File: src/timer_section_pkg.sv
// Package of constants for the reader timer section block.
// Assumes a 32-bit AXI4-Lite register bus; each register sits in one word.
package timer_section_pkg;

  // ==========================================================================
  // Register indices and byte addresses
  // ==========================================================================
  localparam logic [5:0] IDX_RUN_CONTROL = 6'h0E;
  localparam logic [5:0] IDX_TIMER0_CONTROL = 6'h0F;
  localparam logic [5:0] IDX_RELOAD_HIGH = 6'h10;
  localparam logic [5:0] IDX_RELOAD_LOW = 6'h11;
  localparam logic [5:0] IDX_COUNT_HIGH = 6'h12;
  localparam logic [5:0] IDX_COUNT_LOW = 6'h13;
  localparam int BYTES_PER_REG = 4;

  // ==========================================================================
  // Field positions
  // ==========================================================================
  localparam int RUN_FLAG_LSB = 4;
  localparam int NUM_TIMERS = 4;
  localparam int CTRL_STOP_RX_BIT = 7;
  localparam int CTRL_START_LSB = 4;
  localparam int CTRL_AUTO_RESTART_BIT = 3;
  localparam int CTRL_CLK_LSB = 0;
  localparam logic [7:0] CTRL_WRITABLE_MASK = 8'hBB;

  // ==========================================================================
  // Field codes
  // ==========================================================================
  localparam logic [1:0] START_NONE = 2'h0;
  localparam logic [1:0] START_TX_END = 2'h1;
  localparam logic [1:0] START_LFO_NO_UNDERFLOW = 2'h2;
  localparam logic [1:0] START_LFO_UNDERFLOW = 2'h3;
  localparam logic [1:0] CLK_FAST = 2'h0;
  localparam logic [1:0] CLK_SLOW = 2'h1;
  localparam logic [1:0] CLK_THIRD_TIMER = 2'h2;
  localparam logic [1:0] CLK_SECOND_TIMER = 2'h3;

  // ==========================================================================
  // Reset values and bus answers
  // ==========================================================================
  localparam logic [3:0] RUN_RESET = 4'h0;
  localparam logic [7:0] CTRL_RESET = 8'h00;
  localparam logic [7:0] RELOAD_RESET = 8'h00;
  localparam logic [15:0] COUNT_RESET = 16'h0000;
  localparam logic [1:0] RESP_OKAY = 2'h0;
  localparam logic [1:0] RESP_SLVERR = 2'h2;

endpackage : timer_section_pkg

File: src/reader_timer_section_ctrl.sv
// Timer section of a contactless reader: shared run control for four timers
// and the complete first timer, reached over an AXI4-Lite slave.
// Assumes every event input is a same-clock pulse from the core, except the
// oscillator reference level, which arrives from a pin and is synchronised.
//
// Contract
// - Run bits 7..4 change only where the written byte's enable bit is one.
// - Writing FF sets all run bits; writing F0 changes none.
// - Run bit reads one while its timer counts; enabled write starts/stops.
// - Enable bit n gates run bit n plus four.
// - Stop-on-receive stops the timer after the first four received bits.
// - Stop-on-receive is ignored in either oscillator trimming mode.
// - Start code 00 no auto start; 01 starts at transmission end.
// - Codes 10/11 trim the oscillator, edge start/stop, without/with underflow.
// - Outside start code 10, auto-restart reloads the reload value and keeps counting at zero.
// - Outside start code 10, without auto-restart the timer counts to zero and stops.
// - Every underflow raises the timer interrupt request flag.
// - Clock code 00 counts at the fast rate, 01 at the slow rate.
// - Clock code 10 counts third-timer underflows, 11 second-timer ones.
// - Each start loads the counter from reload high and low bytes.
// - Reload writes do not touch a running count.
// - Count high byte reads the live upper eight bits.
// - Count low byte reads the live lower eight bits.
module reader_timer_section_ctrl #(
  parameter int ADDR_W = 8
) (
  input wire logic aclk,
  input wire logic aresetn,
  input wire logic [ADDR_W-1:0] s_axi_awaddr,
  input wire logic [2:0] s_axi_awprot,
  input wire logic s_axi_awvalid,
  output logic s_axi_awready,
  input wire logic [31:0] s_axi_wdata,
  input wire logic [3:0] s_axi_wstrb,
  input wire logic s_axi_wvalid,
  output logic s_axi_wready,
  output logic [1:0] s_axi_bresp,
  output logic s_axi_bvalid,
  input wire logic s_axi_bready,
  input wire logic [ADDR_W-1:0] s_axi_araddr,
  input wire logic [2:0] s_axi_arprot,
  input wire logic s_axi_arvalid,
  output logic s_axi_arready,
  output logic [31:0] s_axi_rdata,
  output logic [1:0] s_axi_rresp,
  output logic s_axi_rvalid,
  input wire logic s_axi_rready,
  input wire logic fast_clock_tick,
  input wire logic slow_clock_tick,
  input wire logic second_timer_underflow,
  input wire logic third_timer_underflow,
  input wire logic transmission_end,
  input wire logic first_rx_bits_received,
  input wire logic low_freq_oscillator,
  output logic second_timer_run_flag,
  output logic third_timer_run_flag,
  output logic fourth_timer_run_flag,
  output logic first_timer_run_flag,
  output logic timer_underflow_irq_flag
);

  // ==========================================================================
  // State
  // ==========================================================================
  typedef struct packed {
    logic [3:0] run;
    logic stop_on_receive;
    logic [1:0] start_mode_field;
    logic auto_restart;
    logic [1:0] clock_select_field;
    logic [7:0] reload_byte_high;
    logic [7:0] reload_byte_low;
    logic [15:0] count;
    logic irq;
    logic osc_meta;
    logic osc_sync;
    logic osc_prev;
    logic bvalid;
    logic [1:0] bresp;
    logic rvalid;
    logic [1:0] rresp;
    logic [31:0] rdata;
  } state_t;

  state_t s_q;
  state_t s_d;

  // Word index of a byte address; the two low address bits are ignored.
  function automatic logic [5:0] reg_index(input logic [ADDR_W-1:0] addr);
    logic [ADDR_W-1:0] word;
    word = addr / ADDR_W'(timer_section_pkg::BYTES_PER_REG);
    reg_index = word[5:0];
  endfunction : reg_index

  function automatic logic is_mapped(input logic [ADDR_W-1:0] addr);
    logic [ADDR_W-1:0] word;
    word = addr / ADDR_W'(timer_section_pkg::BYTES_PER_REG);
    is_mapped = (word >= ADDR_W'(timer_section_pkg::IDX_RUN_CONTROL)) &&
                (word <= ADDR_W'(timer_section_pkg::IDX_COUNT_LOW));
  endfunction : is_mapped

  // Control register image; reserved positions always read as zero.
  function automatic logic [7:0] ctrl_image(input state_t s);
    ctrl_image = {s.stop_on_receive, 1'b0, s.start_mode_field,
                  s.auto_restart, 1'b0, s.clock_select_field};
  endfunction : ctrl_image

  // ==========================================================================
  // Handshakes
  // ==========================================================================
  logic wr_take;
  logic rd_take;
  logic osc_rise;
  logic count_tick;
  logic lfo_mode;
  logic [15:0] reload_value;

  // Address and data are taken together; the master holds both until then.
  assign wr_take = s_axi_awvalid && s_axi_wvalid && !s_q.bvalid;
  assign rd_take = s_axi_arvalid && !s_q.rvalid;
  assign s_axi_awready = wr_take;
  assign s_axi_wready = wr_take;
  assign s_axi_arready = rd_take;

  assign osc_rise = s_q.osc_sync && !s_q.osc_prev;
  assign lfo_mode = s_q.start_mode_field[1];
  assign reload_value = {s_q.reload_byte_high, s_q.reload_byte_low};

  always_comb begin
    unique case (s_q.clock_select_field)
      timer_section_pkg::CLK_FAST: count_tick = fast_clock_tick;
      timer_section_pkg::CLK_SLOW: count_tick = slow_clock_tick;
      timer_section_pkg::CLK_THIRD_TIMER: begin
        count_tick = third_timer_underflow;
      end
      timer_section_pkg::CLK_SECOND_TIMER: begin
        count_tick = second_timer_underflow;
      end
    endcase
  end

  // ==========================================================================
  // Next state
  // ==========================================================================
  always_comb begin
    logic [5:0] widx;
    logic [5:0] ridx;
    logic [7:0] wbyte;
    logic wr_reg;
    s_d = s_q;
    widx = reg_index(s_axi_awaddr);
    ridx = reg_index(s_axi_araddr);
    wbyte = s_axi_wdata[7:0];
    wr_reg = wr_take && is_mapped(s_axi_awaddr) && s_axi_wstrb[0];
    s_d.irq = 1'b0;

    // The first flop of the pin synchroniser feeds only the second.
    s_d.osc_meta = low_freq_oscillator;
    s_d.osc_sync = s_q.osc_meta;
    s_d.osc_prev = s_q.osc_sync;

    // Counting on the selected tick.
    if (s_q.run[0] && count_tick) begin
      if (s_q.count == 16'h0000) begin
        if (s_q.start_mode_field == timer_section_pkg::START_LFO_NO_UNDERFLOW) begin
          // Trimming without underflow parks at zero until the next edge.
          s_d.count = 16'h0000;
        end else begin
          s_d.irq = 1'b1;
          if (s_q.auto_restart) begin
            s_d.count = reload_value;
          end else begin
            s_d.run[0] = 1'b0;
          end
        end
      end else begin
        s_d.count = s_q.count - 16'h0001;
      end
    end

    // Automatic stops; reception is ignored while trimming.
    if (s_q.run[0] && s_q.stop_on_receive && !lfo_mode &&
        first_rx_bits_received) begin
      s_d.run[0] = 1'b0;
    end
    if (s_q.run[0] && lfo_mode && osc_rise) begin
      s_d.run[0] = 1'b0;
    end

    // Automatic starts.
    if ((!s_q.run[0] && lfo_mode && osc_rise) ||
        (s_q.start_mode_field == timer_section_pkg::START_TX_END &&
         transmission_end)) begin
      s_d.run[0] = 1'b1;
      s_d.count = reload_value;
    end

    // Software writes win over same-cycle hardware events.
    if (wr_reg) begin
      unique case (widx)
        timer_section_pkg::IDX_RUN_CONTROL: begin
          for (int n = 0; n < timer_section_pkg::NUM_TIMERS; n++) begin
            if (wbyte[n]) begin
              s_d.run[n] = wbyte[n + timer_section_pkg::RUN_FLAG_LSB];
            end
          end
          if (wbyte[0] && wbyte[timer_section_pkg::RUN_FLAG_LSB]) begin
            s_d.count = reload_value;
          end
        end
        timer_section_pkg::IDX_TIMER0_CONTROL: begin
          s_d.stop_on_receive = wbyte[timer_section_pkg::CTRL_STOP_RX_BIT];
          s_d.start_mode_field =
            wbyte[timer_section_pkg::CTRL_START_LSB +: 2];
          s_d.auto_restart = wbyte[timer_section_pkg::CTRL_AUTO_RESTART_BIT];
          s_d.clock_select_field =
            wbyte[timer_section_pkg::CTRL_CLK_LSB +: 2];
        end
        timer_section_pkg::IDX_RELOAD_HIGH: begin
          s_d.reload_byte_high = wbyte;
        end
        timer_section_pkg::IDX_RELOAD_LOW: begin
          s_d.reload_byte_low = wbyte;
        end
        default: begin
          // Count bytes are read-only; writes are answered and dropped.
        end
      endcase
    end

    // Write response.
    if (wr_take) begin
      s_d.bvalid = 1'b1;
      s_d.bresp = is_mapped(s_axi_awaddr) ? timer_section_pkg::RESP_OKAY :
                  timer_section_pkg::RESP_SLVERR;
    end else if (s_q.bvalid && s_axi_bready) begin
      s_d.bvalid = 1'b0;
    end

    // Read response; count bytes are sampled live at the address phase.
    if (rd_take) begin
      s_d.rvalid = 1'b1;
      s_d.rdata = 32'h0000_0000;
      s_d.rresp = timer_section_pkg::RESP_OKAY;
      if (!is_mapped(s_axi_araddr)) begin
        s_d.rresp = timer_section_pkg::RESP_SLVERR;
      end else begin
        unique case (ridx)
          timer_section_pkg::IDX_RUN_CONTROL: begin
            s_d.rdata[7:0] = {s_q.run, 4'h0};
          end
          timer_section_pkg::IDX_TIMER0_CONTROL: begin
            s_d.rdata[7:0] = ctrl_image(s_q);
          end
          timer_section_pkg::IDX_RELOAD_HIGH: begin
            s_d.rdata[7:0] = s_q.reload_byte_high;
          end
          timer_section_pkg::IDX_RELOAD_LOW: begin
            s_d.rdata[7:0] = s_q.reload_byte_low;
          end
          timer_section_pkg::IDX_COUNT_HIGH: begin
            s_d.rdata[7:0] = s_q.count[15:8];
          end
          default: begin
            s_d.rdata[7:0] = s_q.count[7:0];
          end
        endcase
      end
    end else if (s_q.rvalid && s_axi_rready) begin
      s_d.rvalid = 1'b0;
    end
  end

  // ==========================================================================
  // Registers
  // ==========================================================================
  always_ff @(posedge aclk) begin
    if (!aresetn) begin
      s_q <= '0;
      s_q.run <= timer_section_pkg::RUN_RESET;
      s_q.reload_byte_high <= timer_section_pkg::RELOAD_RESET;
      s_q.reload_byte_low <= timer_section_pkg::RELOAD_RESET;
      s_q.count <= timer_section_pkg::COUNT_RESET;
      s_q.bresp <= timer_section_pkg::RESP_OKAY;
      s_q.rresp <= timer_section_pkg::RESP_OKAY;
    end else begin
      s_q <= s_d;
    end
  end

  // ==========================================================================
  // Outputs
  // ==========================================================================
  assign first_timer_run_flag = s_q.run[0];
  assign second_timer_run_flag = s_q.run[1];
  assign third_timer_run_flag = s_q.run[2];
  assign fourth_timer_run_flag = s_q.run[3];
  assign timer_underflow_irq_flag = s_q.irq;
  assign s_axi_bvalid = s_q.bvalid;
  assign s_axi_bresp = s_q.bresp;
  assign s_axi_rvalid = s_q.rvalid;
  assign s_axi_rresp = s_q.rresp;
  assign s_axi_rdata = s_q.rdata;

endmodule : reader_timer_section_ctrl

File: config.mk
export PLATFORM = sky130hd
export DESIGN_NAME = reader_timer_section_ctrl
export DESIGN_NICKNAME = d
export VERILOG_FILES = /design/src/timer_section_pkg.sv /design/src/reader_timer_section_ctrl.sv
export SDC_FILE = /design/constraint.sdc
export NUM_CORES = 1
export LEC_CHECK = 0
export ABC_CLOCK_PERIOD_IN_PS = 3700
export BUFFER_PORTS_ARGS = -buffer_cell sky130_fd_sc_hd__buf_2
export CAP_MARGIN = 20
export CELL_PAD_IN_SITES_DETAIL_PLACEMENT = 0
export CELL_PAD_IN_SITES_GLOBAL_PLACEMENT = 1
export CORE_MARGIN = 3
export CORE_UTILIZATION = 39
export CTS_CLUSTER_DIAMETER = 50
export DETAILED_ROUTE_END_ITERATION = 16
export PLACE_DENSITY = 0.9
export SYNTH_ARGS = -nofsm -noshare
export SYNTH_HDL_FRONTEND = slang
export SYNTH_SLANG_ARGS = --single-unit
File: constraint.sdc
create_clock -name aclk -period 3.7 [get_ports aclk]
set_input_delay 0.555 -clock aclk [delete_from_list [all_inputs] [get_ports aclk]]
set_output_delay 0.555 -clock aclk [all_outputs]
set_load 0.1 [all_outputs]
After elaboration in Yosys (flattened, before gate mapping)
Cells that the tools add are included.
{"block": "word_totals", "ff_bits": 60, "word_cells": 107, "input_bits": 72}
{"block": "classes", "n_reduce_logical": 37, "n_addsub": 1, "n_eq_ne": 14, "n_lt_le_gt_ge": 4, "n_mux": 31}
{"op": "16-bit two-way mux", "n": 6}
{"op": "8-bit one-hot mux with 5 select lines", "n": 1}
{"op": "39-bit two-way mux", "n": 1}
{"op": "6-bit by 5-bit == test with 1-bit output, second input constant", "n": 5}
{"op": "6-bit by 4-bit == test with 1-bit output, second input constant", "n": 4}
{"op": "8-bit two-way mux", "n": 3}
{"op": "1-bit logical AND", "n": 20}
{"op": "17-bit two-way mux", "n": 1}
{"op": "16-bit logical NOT", "n": 1}
{"op": "16-bit by 1-bit subtractor with 16-bit output, second input constant", "n": 1}
{"op": "1-bit two-way mux", "n": 15}
{"op": "6-bit by 4-bit greater-or-equal comparator with 1-bit output, second input constant", "n": 2}
{"op": "6-bit by 5-bit <= comparator with 1-bit output, second input constant", "n": 2}
{"op": "3-bit AND reduction", "n": 4}
{"op": "2-bit == test, second input constant", "n": 3}
{"op": "6-bit two-way mux", "n": 1}
{"op": "2-bit AND reduction", "n": 3}
{"op": "1-bit logical NOT", "n": 5}
{"op": "2-bit by 1-bit == test with 1-bit output, second input constant", "n": 2}
{"op": "2-bit two-way mux", "n": 2}
{"op": "1-bit one-hot mux with 4 select lines", "n": 1}
{"op": "2-bit nonzero test", "n": 2}
{"op": "2-bit logical NOT", "n": 1}
{"op": "1-bit logical OR", "n": 1}

Longest topological paths before layout
Gate-level depths: netlist of run 1.
{"block": "logic_depth", "word_depth": 10, "depth_mapped": 9}

Worst setup path before layout of run 1
No wires, ideal clock.
{"block": "synth_path", "path_kind": "register to output", "startpoint": "reg s_q, in the netlist s_axi_bvalid", "endpoint": "out s_axi_wready", "path_buffers": 1, "arrival_ns": 2.124, "setup_slack_ns": 1.021, "path_stages_with_launch": 4, "required_ns": 3.145, "cell_sequence": "dfxtp_1 > nand3b_1 > inv_1 > buf_4"}
{"block": "synth_via", "elab_chain_len": 2}
{"item": "from (decl)", "line": "reader_timer_section_ctrl.sv:85", "source": "state_t s_q;"}
{"item": "1-bit logical NOT", "line": "reader_timer_section_ctrl.sv:119", "source": "assign wr_take = s_axi_awvalid && s_axi_wvalid && !s_q.bvalid;"}
{"item": "1-bit logical AND", "line": "reader_timer_section_ctrl.sv:119"}
{"item": "to (decl)", "line": "reader_timer_section_ctrl.sv:36", "source": "output logic s_axi_wready,"}
Every way passes these cells.

Final worst setup path of run 1
{"block": "layout_path", "startpoint": "reg s_q, in the netlist s_axi_bvalid", "endpoint": "reg s_q[50] (netlist name)"}
{"block": "layout_via", "elab_chain_len": 5}
{"item": "1-bit logical NOT", "line": "reader_timer_section_ctrl.sv:119"}
{"item": "1-bit logical AND", "line": "reader_timer_section_ctrl.sv:119"}
{"item": "1-bit logical AND (2 in a row)", "line": "reader_timer_section_ctrl.sv:154", "source": "wr_reg = wr_take && is_mapped(s_axi_awaddr) && s_axi_wstrb[0];"}
{"item": "39-bit two-way mux", "line": "reader_timer_section_ctrl.sv:199", "source": "if (wr_reg) begin"}
Every way passes these cells.
A chain may end at the register's enable or synchronous reset.

==> key figures, run 1 <==
Status
  – Status: completed

Clock network
  – CTS tree: done
  – Bufs on Longest Clock Path: 2
  – Post-cts hold buffer count: 0
  – Clk_lat worst skew: 0.34 ns
  – Worst-path clk slew: 0.06 ns
  – Sink Count: 58
  – Cts bufs inserted: 9
  – H-Tree Depth: 3
  – PostCTS Resize Cnt: 0
  – Setup Fix Bufs, Post-CTS: 0
  – Root buffer cell: clkbuf_8

Layout
  – Commonest non-fill, non-tap cell in the layout: dfxtp_1
  – Most frequent cells in the layout: dfxtp_1, buf_2, nor2_1
  – Final core utilization: 45.1%
  – # nets final: 522
  – Area delta synth->final: 9.83%
  – Layout cell share with drive strength beyond 1: 19.5%
  – Fill count: 838
  – ANT cells: 0

Timing
  – Crit path time final: 2.47 ns
  – Setup TNS: 0 ns
  – Skew final: 0.00361 ns
  – Slew HR: 45.6%
  – Hold WS: 0.421 ns
  – Setup violators final: 0
  – Final Max Slew Viols: 0
  – Tcrit/Tclk final: 66.9%
  – Worst-Margin Slew: 0.813 ns
  – RSZ-0062 raised after global routing: false
  – Final Hold Vio Count: 0
  – Fmax: 0.404 GHz

Setup path
  – Largest delay share family, worst path: compound AO/OA/AOI/OAI gates
  – Ordered cell list for the critical path: nand3b_1 -> nor4_4 -> a31oi_2 -> a21oi_2 -> a22o_1 -> a31o_1
  – CP peak stage delay: 0.58 ns
  – Crit end category: flip-flop
  – WP data arrival: 2.76 ns
  – Critical Path Start Type: flip-flop
  – Crit-path max FO: 12
  – Buf/Inv on CP: 0
  – Crit path kind: flip-flop to flip-flop
  – WP data required: 3.99 ns
  – Critical-path top delay cell: nor4_4

Yosys
  – Post-Syn Area: 3440 um2
  – Syn Area/Cell: 8.43 um2
  – Post-synth EDFFs: 0
  – Asr flop ratio synth: 0%
  – Synth unique cells: 59
  – Ys flop type: dfxtp_1
  – Synth Instances: 408
  – Post-synth top area share: 33.8%
  – Area contributors post-synth: dfxtp_1, mux2i_1, buf_4, nor2_1, nand2_1
  – Yosys warns: 0
  – Yosys top cell by area: dfxtp_1
  – Yosys reg bits: 58
  – Post-synthesis sequential area ratio: 33.8%

Floorplan
  – # IOs: 118
  – Die width: 99.9 um
  – Total die area: 9980 um2
  – Area of the core: 8380 um2
  – Rows: 33
  – Starting Density: 41.0%
  – Die height: 99.9 um

Place
  – Final HPWL DP: 7070 um
  – RD Place Congestion: 0.967
  – IO Port Bufs: 54

GRT
  – Total gr overflow: 0
  – Total GRT Usage: 19.5%
  – Largest net degree at the start of global routing: 35
  – Initial antenna violation count: 0
  – Vias in the first global route: 2,938
  – Global-route wire length before repair: 15,200 um

Detailed routing
  – Wire per inst: 17.2 um
  – Routed Antenna Nets: 0
  – DR DRC count: 0
  – DR iter-0 viols: 273
  – TritonRoute pass-1 iters: 5
  – Vias per cell: 5.72
  – DR vias: 3,179
  – Final WL: 9570 um

Min path
  – Hold Crit Class: input port to flip-flop

Power
  – VDD IR max: 0.217 mV
  – Leakage power: 1.60 nW
  – Power Density: 382 nW/um2

Job
  – Max-Cap Viols: 0
[cells by family (layout without fill, tap and decap cells)]
kind of cell | after synthesis | after routing | synth area share, %
AND/OR/NAND/NOR | 156 | 156 | 25.1
AO/OA/AOI/OAI | 95 | 95 | 18.1
multiplexers | 34 | 34 | 10.4
adder cells (fa/ha/maj) | 2 | 2 | 0.728
buffers and inverters | 61 | 79 | 11.6
flip-flops | 58 | 58 | 33.8
XOR/XNOR | 1 | 1 | 0.255
other | 1 | 26 | 0.109
[final cells by class]
class	instances	area [um2]	area share (%)
sequential	58	1160	30.7
inverter	9	33.8	0.895
clock buffer	11	151	4.01
timing repair buffer	56	285	7.55
tap	105	131	3.48
clock inverter	3	40.0	1.06
multi-input combinational	314	1970	52.3
[metal layers]
metal / vias to the layer above / global-route usage [%] / part of all wire [%]
met5: - / 0 / 0
met4: 0 / 9.45 / 2.5
met3: 24 / 3.41 / 7.8
met2: 162 / 29.5 / 47
met1: 1494 / 27.0 / 43
li1: 1499 / - / -
[registers in the layout (all words and copies together) (netlist names)]
name                      cells
first_timer_run_flag          1
fourth_timer_run_flag         1
lfo_mode                      1
reload_value                 16
s_axi_bresp                   1
s_axi_bvalid                  1
s_axi_rdata                   8
s_axi_rresp                   1
s_axi_rvalid                  1
s_d                           2
s_q                          22
second_timer_run_flag         1
third_timer_run_flag          1
timer_underflow_irq_flag      1
[through the flow]
step                setup slack (ns)  area, um2  power, W  cells
finish                          1.23       3780   0.00144    556
global route                   0.991       3780   0.00150    556
CTS                             1.26       3780   0.00145    556
detailed placement              1.01       3580  0.000879    542
global placement                1.07       3580  0.000877    542
floorplan                       1.02       3530  0.000861    433
[final timing paths]
path / slack, ns / cells after the start / from / endpoint
max: 1.23 / 6 / s_axi_bvalid / s_q[50]
min: 0.42 / 2 / low_freq_oscillator / s_d[39]
max reg2reg: 1.23 / 6 / s_axi_bvalid / s_q[50]
min reg2reg: 0.43 / 1 / s_d[39] / s_d[38]
[report_power, final]
group          total, W  internal (W)  leakage (nW)  switching [W]
Clock          0.000577      0.000338         0.101       0.000240
Sequential     0.000632      0.000629         0.468     0.00000254
Combinational  0.000235     0.0000306          1.03       0.000204
[Yosys cell counts, types with 2 or more instances]
cell / number
dfxtp_1: 58
or3_1: 3
or4_4: 2
a211oi_1: 2
nand3b_1: 3
nand2b_1: 5
and2_1: 6
inv_1: 8
nor2b_1: 6
o21ai_1: 12
o31ai_1: 2
a222oi_1: 6
buf_2: 3
a21oi_1: 23
nand2_1: 43
a32oi_1: 3
clkbuf_1: 8
a21o_1: 2
mux2i_1: 30
nor4b_2: 2
nand3_1: 12
nor2_1: 46
nor4_4: 5
a221oi_1: 2
a31o_1: 2
o21ai_0: 18
a2bb2oi_1: 3
nor4_1: 3
or4_1: 2
nand4_1: 4
nor3_1: 6
nand4b_1: 2
mux2_2: 3
a31oi_1: 5
a22oi_1: 4
buf_6: 3
buf_4: 38
ha_1: 2
(Power assumes the default switching activity.)
==> run 2, diff against run 1 <==
ABC_CLOCK_PERIOD_IN_PS = 2000   (was 3700)
CORE_UTILIZATION = 33   (was 39)
PLACE_DENSITY = 0.82   (was 0.9)
clock period = 2 ns   (was 3.7 ns; I/O delays follow)
==> run 2 against run 1 <==
Effect of this change:
- power increased by 91%
- global-route usage decreased by 1.1 points
- final cell count rose by 15%
- clock power increased by 98%
- non-clock buffer count is 52 higher
- critical path depth grew 1
- sequential cell count unchanged
- critical path type unchanged
- largest power group unchanged
==> key figures, run 2 (same netlist as run 1, synthesis figures left out) <==
Detailed routing
  – Wire per inst: 16.9 um (was 17.2 um)
  – TritonRoute pass-1 iters: 7 (was 5)
  – Final WL: 10,800 um (was 9570 um)
  – Routed Antenna Nets: 0 (unchanged)
  – DR iter-0 viols: 330 (was 273)
  – DR DRC count: 0 (unchanged)
  – Vias per cell: 5.37 (was 5.72)
  – DR vias: 3,425 (was 3,179)

Layout
  – Area delta synth->final: 26.1% (was 9.83%)
  – Reg with most FFs: s_q (unchanged)
  – Area of the multi-input gates: 2050 um2 (was 1970 um2)
  – # nets final: 574 (was 522)
  – ANT cells: 0 (unchanged)
  – Most frequent cells in the layout: dfxtp_1, buf_2, buf_4 (was dfxtp_1, buf_2, nor2_1)
  – Layout cell share with drive strength beyond 1: 31.9% (was 19.5%)
  – Number of flip-flops in the largest register: 22 (unchanged)
  – Register area: 1170 um2 (was 1160 um2)
  – Final core utilization: 43.6% (was 45.1%)
  – Finished Layout Cells: 638 (was 556)
  – Fill count: 993 (was 838)

Min path
  – Hold Crit Class: input port to flip-flop (unchanged)

GRT
  – Vias in the first global route: 3,198 (was 2,938)
  – Global-route wire length before repair: 16,800 um (was 15,200 um)
  – Total GRT Usage: 18.5% (was 19.5%)
  – Largest net degree at the start of global routing: 35 (unchanged)
  – Initial antenna violation count: 0 (unchanged)
  – Total gr overflow: 0 (unchanged)

Setup path
  – Largest delay share family, worst path: multiplexers (was compound AO/OA/AOI/OAI gates)
  – Reg2reg path depth: 7 (was 6)
  – WP data arrival: 2.16 ns (was 2.76 ns)
  – Ordered cell list for the critical path: mux4_2 -> and2_4 -> nand3_1 -> a21oi_2 -> buf_4 -> a22o_1 -> a31o_1 (was nand3b_1 -> nor4_4 -> a31oi_2 -> a21oi_2 -> a22o_1 -> a31o_1)
  – Launch point of the worst path: s_q[75] (was s_axi_bvalid)
  – Crit path kind: flip-flop to flip-flop (unchanged)
  – Reg2reg end: s_q[50] (unchanged)
  – Critical Path Start Type: flip-flop (unchanged)
  – WP data required: 2.24 ns (was 3.99 ns)
  – Crit-path max FO: 9 (was 12)
  – Critical-path top delay cell: mux4_2 (was nor4_4)
  – Register-to-register setup slack: 0.08 ns (was 1.23 ns)
  – CP Capture Point: s_q[50] (unchanged)
  – CP peak stage delay: 0.53 ns (was 0.58 ns)
  – Buf/Inv on CP: 1 (was 0)
  – Reg-to-Reg Start: s_q[75] (was s_axi_bvalid)
  – Crit end category: flip-flop (unchanged)
  – Stages on the worst setup path: 7 (was 6)

Place
  – Final HPWL DP: 8170 um (was 7070 um)
  – Inst Count DP: 619 (was 542)
  – IO Port Bufs: 54 (unchanged)
  – RD Place Congestion: 0.940 (was 0.967)

Timing
  – Fmax: 0.520 GHz (was 0.404 GHz)
  – Final Hold Vio Count: 0 (unchanged)
  – RSZ-0062 raised after global routing: true (was false)
  – Setup violators final: 0 (unchanged)
  – Crit path time final: 1.92 ns (was 2.47 ns)
  – Tcrit/Tclk final: 96.2% (was 66.9%)
  – Skew final: 0.0133 ns (was 0.00361 ns)
  – Final Max Slew Viols: 0 (unchanged)
  – Slew HR: 66.0% (was 45.6%)
  – Worst-Margin Slew: 0.505 ns (was 0.813 ns)

Clock network
  – Sink Count: 58 (unchanged)
  – Cts bufs inserted: 9 (unchanged)
  – Post-cts hold buffer count: 0 (unchanged)
  – H-Tree Depth: 3 (unchanged)
  – Clk_lat worst skew: 0.35 ns (was 0.34 ns)
  – Bufs on Longest Clock Path: 2 (unchanged)
  – Worst-path clk slew: 0.08 ns (was 0.06 ns)
  – CTS tree: done (unchanged)
  – Root buffer cell: clkbuf_8 (unchanged)

Floorplan
  – Die width: 108 um (was 99.9 um)
  – Area of the core: 9950 um2 (was 8380 um2)
  – Rows: 36 (was 33)
  – Total die area: 11,700 um2 (was 9980 um2)
  – Starting Density: 34.5% (was 41.0%)
  – Die height: 108 um (was 99.9 um)
  – # IOs: 118 (unchanged)

Job
  – Max-Cap Viols: 0 (unchanged)

Power
  – Leakage power: 1.88 nW (was 1.60 nW)
  – Power Density: 637 nW/um2 (was 382 nW/um2)
  – Total power: 0.00276 W (was 0.00144 W)
  – VDD IR max: 0.311 mV (was 0.217 mV)

Status
  – Status: completed (unchanged)
run 2: cell type report:
cell class,instances,area share [%]
clock buffers,9,2.86
clock inverters,7,1.79
inverters,9,0.952
multi-input cells,314,47.4
flip-flops and latches,58,27.0
well taps,133,3.84
repair buffers,108,16.2
run 2: report_power, final:
| part | total (W) | internal [W] | switching [W] |
|---|---|---|---|
| Combinational | 0.000457 | 0.0000713 | 0.000386 |
| Clock | 0.00114 | 0.000586 | 0.000551 |
| Sequential | 0.00117 | 0.00116 | 0.00000492 |
| Total | 0.00276 | 0.00182 | 0.000942 |
run 2: routing by layer:
metal	vias to the layer above	track usage [%]	part of all wire [%]
li1	1605	-	-
met4	0	5.86	1.8
met1	1639	25.9	45
met3	24	4.78	7.7
met2	157	27.8	46
met5	-	0	0
run 2: how the worst min path moves through the flow:
stage                              from              endpoint  slack [ns]  cells after the start
floorplan                s_axi_wdata[0]  first_timer_run_flag        0.40                      1
global placement                s_d[39]               s_d[38]        0.42                      1
detailed placement              s_d[39]               s_d[38]        0.42                      1
CTS                 low_freq_oscillator               s_d[39]        0.15                      2
global route        low_freq_oscillator               s_d[39]        0.15                      2
finish              low_freq_oscillator               s_d[39]        0.17                      2
run 2: stage by stage:
stage	setup WS (ns)	hold slack [ns]	TNS, ns	instance area, um2
2_1_floorplan	-0.125	0.404	-0.374	3570
3_3_place_gp	-0.0668	0.420	-0.153	4050
3_5_place_dp	-0.0396	0.420	-0.0856	4050
6_report	0.0757	0.167	0	4340
4_1_cts	0.00803	0.153	0	4250
5_1_grt	-0.00832	0.153	-0.00832	4340
run 2: worst reg2reg max path: stages (launching register included):
cell and delay, ns:
dfxtp_1 0.36, mux4_2 0.53, and2_4 0.19, nand3_1 0.08, a21oi_2 0.06, buf_4 0.19, a22o_1 0.23, a31o_1 0.18
run 2: repair_timing:
| item | 4_1_cts | 5_1_grt |
|---|---|---|
| resized for setup | 2 | 14 |
| buffers inserted | 0 | 3 |
| setup endpoints to repair | 4 | 16 |
| pin swaps | 0 | 3 |
==> run 3, diff against run 2 <==
CORE_UTILIZATION = 34   (was 33)
CTS_BUF_LIST = sky130_fd_sc_hd__clkbuf_8   (was not set)
PLACE_DENSITY = 0.84   (was 0.82)
==> run 3 against run 2 <==
Effect of this change:
- sequential power is essentially flat
- sequential cell count did not move
- power is 1.5% higher
- count of clock-buffer cells in the layout is the same
- clock power grew 4%
- critical path type unchanged
- non-clock buffer count shrank 5
- critical endpoint is now s_q[52]
- first-iteration DRC count down 20%
- final cell count is 0.78% lower
- maximum frequency decreased by 0.84%
==> key figures, run 3 (same netlist as run 1, synthesis figures left out) <==
Floorplan
  – Rows: 36 (unchanged)
  – Die width: 107 um (was 108 um)
  – Total die area: 11,400 um2 (was 11,700 um2)
  – Area of the core: 9820 um2 (was 9950 um2)
  – # IOs: 118 (unchanged)
  – Die height: 107 um (was 108 um)
  – Starting Density: 35.0% (was 34.5%)

Layout
  – ANT cells: 0 (unchanged)
  – Most frequent cells in the layout: buf_2, dfxtp_1, buf_4 (was dfxtp_1, buf_2, buf_4)
  – Area of the multi-input gates: 2040 um2 (was 2050 um2)
  – Commonest non-fill, non-tap cell in the layout: buf_2
  – Area delta synth->final: 24.5% (was 26.1%)
  – Layout cell share with drive strength beyond 1: 30.4% (was 31.9%)
  – # nets final: 569 (was 574)
  – Fill count: 1,021 (was 993)
  – Number of flip-flops in the largest register: 22 (unchanged)
  – Register area: 1170 um2 (about the same)
  – Cell area after layout: 4280 um2 (was 4340 um2)
  – Reg with most FFs: s_q (unchanged)

Clock network
  – Bufs on Longest Clock Path: 2 (unchanged)
  – Cts bufs inserted: 9 (unchanged)
  – CTS tree: done (unchanged)
  – Post-cts hold buffer count: 0 (unchanged)
  – Worst-path clk slew: 0.07 ns (was 0.08 ns)
  – Root buffer cell: clkbuf_8 (unchanged)
  – Setup Fix Bufs, Post-CTS: 0 (unchanged)
  – Sink Count: 58 (unchanged)
  – Clk_lat worst skew: 0.34 ns (was 0.35 ns)
  – H-Tree Depth: 3 (unchanged)

Detailed routing
  – Final WL: 10,600 um (was 10,800 um)
  – Top Metal Used: met4 (unchanged)
  – Wire length on met2: 5020 um (was 4910 um)
  – Wire length on met1: 4660 um (was 4830 um)
  – Routed Antenna Nets: 0 (unchanged)
  – DR DRC count: 0 (unchanged)
  – Detail Route met3 WL: 779 um (was 829 um)
  – Wire per inst: 16.7 um (was 16.9 um)
  – DR iter-0 viols: 264 (was 330)
  – Vias per cell: 5.35 (was 5.37)
  – TritonRoute pass-1 iters: 5 (was 7)
  – DR vias: 3,387 (was 3,425)

Timing
  – Tcrit/Tclk final: 97.0% (was 96.2%)
  – Skew final: 0.0118 ns (was 0.0133 ns)
  – Fmax: 0.515 GHz (was 0.520 GHz)
  – Final Max Slew Viols: 0 (unchanged)
  – Setup violators final: 0 (unchanged)
  – Slew HR: 64.5% (was 66.0%)
  – Setup TNS: 0 ns (unchanged)
  – RSZ-0062 raised after global routing: true (unchanged)
  – Crit path time final: 1.94 ns (was 1.92 ns)
  – Final Hold Vio Count: 0 (unchanged)
  – Worst-Margin Slew: 0.531 ns (was 0.505 ns)

Setup path
  – Reg-to-Reg Start: s_q[46] (was s_q[75])
  – WP data required: 2.24 ns (about the same)
  – Crit end category: flip-flop (unchanged)
  – Reg2reg end: s_q[52] (was s_q[50])
  – Launch point of the worst path: s_q[46] (was s_q[75])
  – Crit path kind: flip-flop to flip-flop (unchanged)
  – Stages on the worst setup path: 7 (unchanged)
  – WP data arrival: 2.18 ns (was 2.16 ns)
  – Ordered cell list for the critical path: nor4_4 -> buf_4 -> nand3b_1 -> nor4_2 -> o21ai_1 -> a32oi_1 -> nand2_1 (was mux4_2 -> and2_4 -> nand3_1 -> a21oi_2 -> buf_4 -> a22o_1 -> a31o_1)
  – Largest delay share family, worst path: simple AND/OR/NAND/NOR gates (was multiplexers)
  – Critical Path Start Type: flip-flop (unchanged)
  – Buf/Inv on CP: 1 (unchanged)
  – Register-to-register setup slack: 0.06 ns (was 0.08 ns)
  – CP Capture Point: s_q[52] (was s_q[50])
  – Reg2reg path depth: 7 (unchanged)
  – CP peak stage delay: 0.44 ns (was 0.53 ns)
  – Critical-path top delay cell: dfxtp_1 (was mux4_2)
  – Crit-path max FO: 9 (unchanged)

GRT
  – Total gr overflow: 0 (unchanged)
  – Largest net degree at the start of global routing: 32 (was 35)
  – Vias in the first global route: 3,238 (was 3,198)
  – Global-route wire length before repair: 17,000 um (was 16,800 um)
  – Initial antenna violation count: 0 (unchanged)
  – Total GRT Usage: 18.9% (was 18.5%)

Min path
  – HP Start: low_freq_oscillator (unchanged)
  – Hold Crit Class: input port to flip-flop (unchanged)

Job
  – Max-Cap Viols: 0 (unchanged)

Power
  – VDD IR max: 0.290 mV (was 0.311 mV)
  – Power Density: 655 nW/um2 (was 637 nW/um2)
  – Total power: 0.00280 W (was 0.00276 W)
  – Leakage power: 1.86 nW (was 1.88 nW)

Place
  – RD Place Congestion: 0.930 (was 0.940)
  – Dpl cell area: 4020 um2 (was 4050 um2)
  – IO Port Bufs: 54 (unchanged)
  – Final HPWL DP: 8130 um (was 8170 um)

Status
  – Status: completed (unchanged)
run 3: power by group:
group          internal, W  switching, W
combinational    0.0000672      0.000386
sequential         0.00116    0.00000458
clock             0.000688      0.000493
total              0.00192      0.000884
run 3: final cells by class:
| cell class | instances | share of cell area (%) |
|---|---|---|
| tap | 133 | 3.89 |
| multi-input combinational | 314 | 47.6 |
| clock inverter | 7 | 1.99 |
| sequential | 58 | 27.4 |
| timing repair buffer | 103 | 15.3 |
| inverter | 9 | 0.965 |
| clock buffer | 9 | 2.89 |
run 3: stage by stage:
step | instances | hold WS (ns) | util, % | setup slack [ns]
after floorplan | 433 | 0.404 | - | -0.125
after global placement | 617 | 0.418 | 40.9 | -0.0168
after detailed placement | 617 | 0.429 | 40.9 | 0.00461
after CTS | 633 | 0.170 | 43.1 | 0.00879
after global routing | 633 | 0.166 | 43.6 | -0.0109
final | 633 | 0.175 | 43.6 | 0.0594
run 3: worst register-to-register path, delay by kind of cell (launching register included):
family                 cells  cell delay, ns
flip-flops                 1            0.44
AND/OR/NAND/NOR            4            0.91
AO/OA/AOI/OAI              2            0.31
buffers and inverters      1            0.19
run 3: metal layers:
layer | vias up | GRT usage, %
li1 | 1601 | -
met1 | 1620 | 26.0
met2 | 149 | 30.4
met3 | 17 | 3.58
met4 | 0 | 4.93
met5 | - | 0
run 3: how the worst min path moves through the flow:
stage	endpoint	slack, ns	cells after the start
after global placement	s_d[38]	0.42	1
after floorplan	first_timer_run_flag	0.40	1
after global routing	s_d[39]	0.17	2
after detailed placement	s_d[38]	0.43	1
after CTS	s_d[39]	0.17	2
final	s_d[39]	0.17	2
run 3: what timing repair did:
item                       4_1_cts  5_1_grt
pin swaps                        0        3
setup endpoints to repair        2       15
resized for setup                2       11
cloned                           0        0
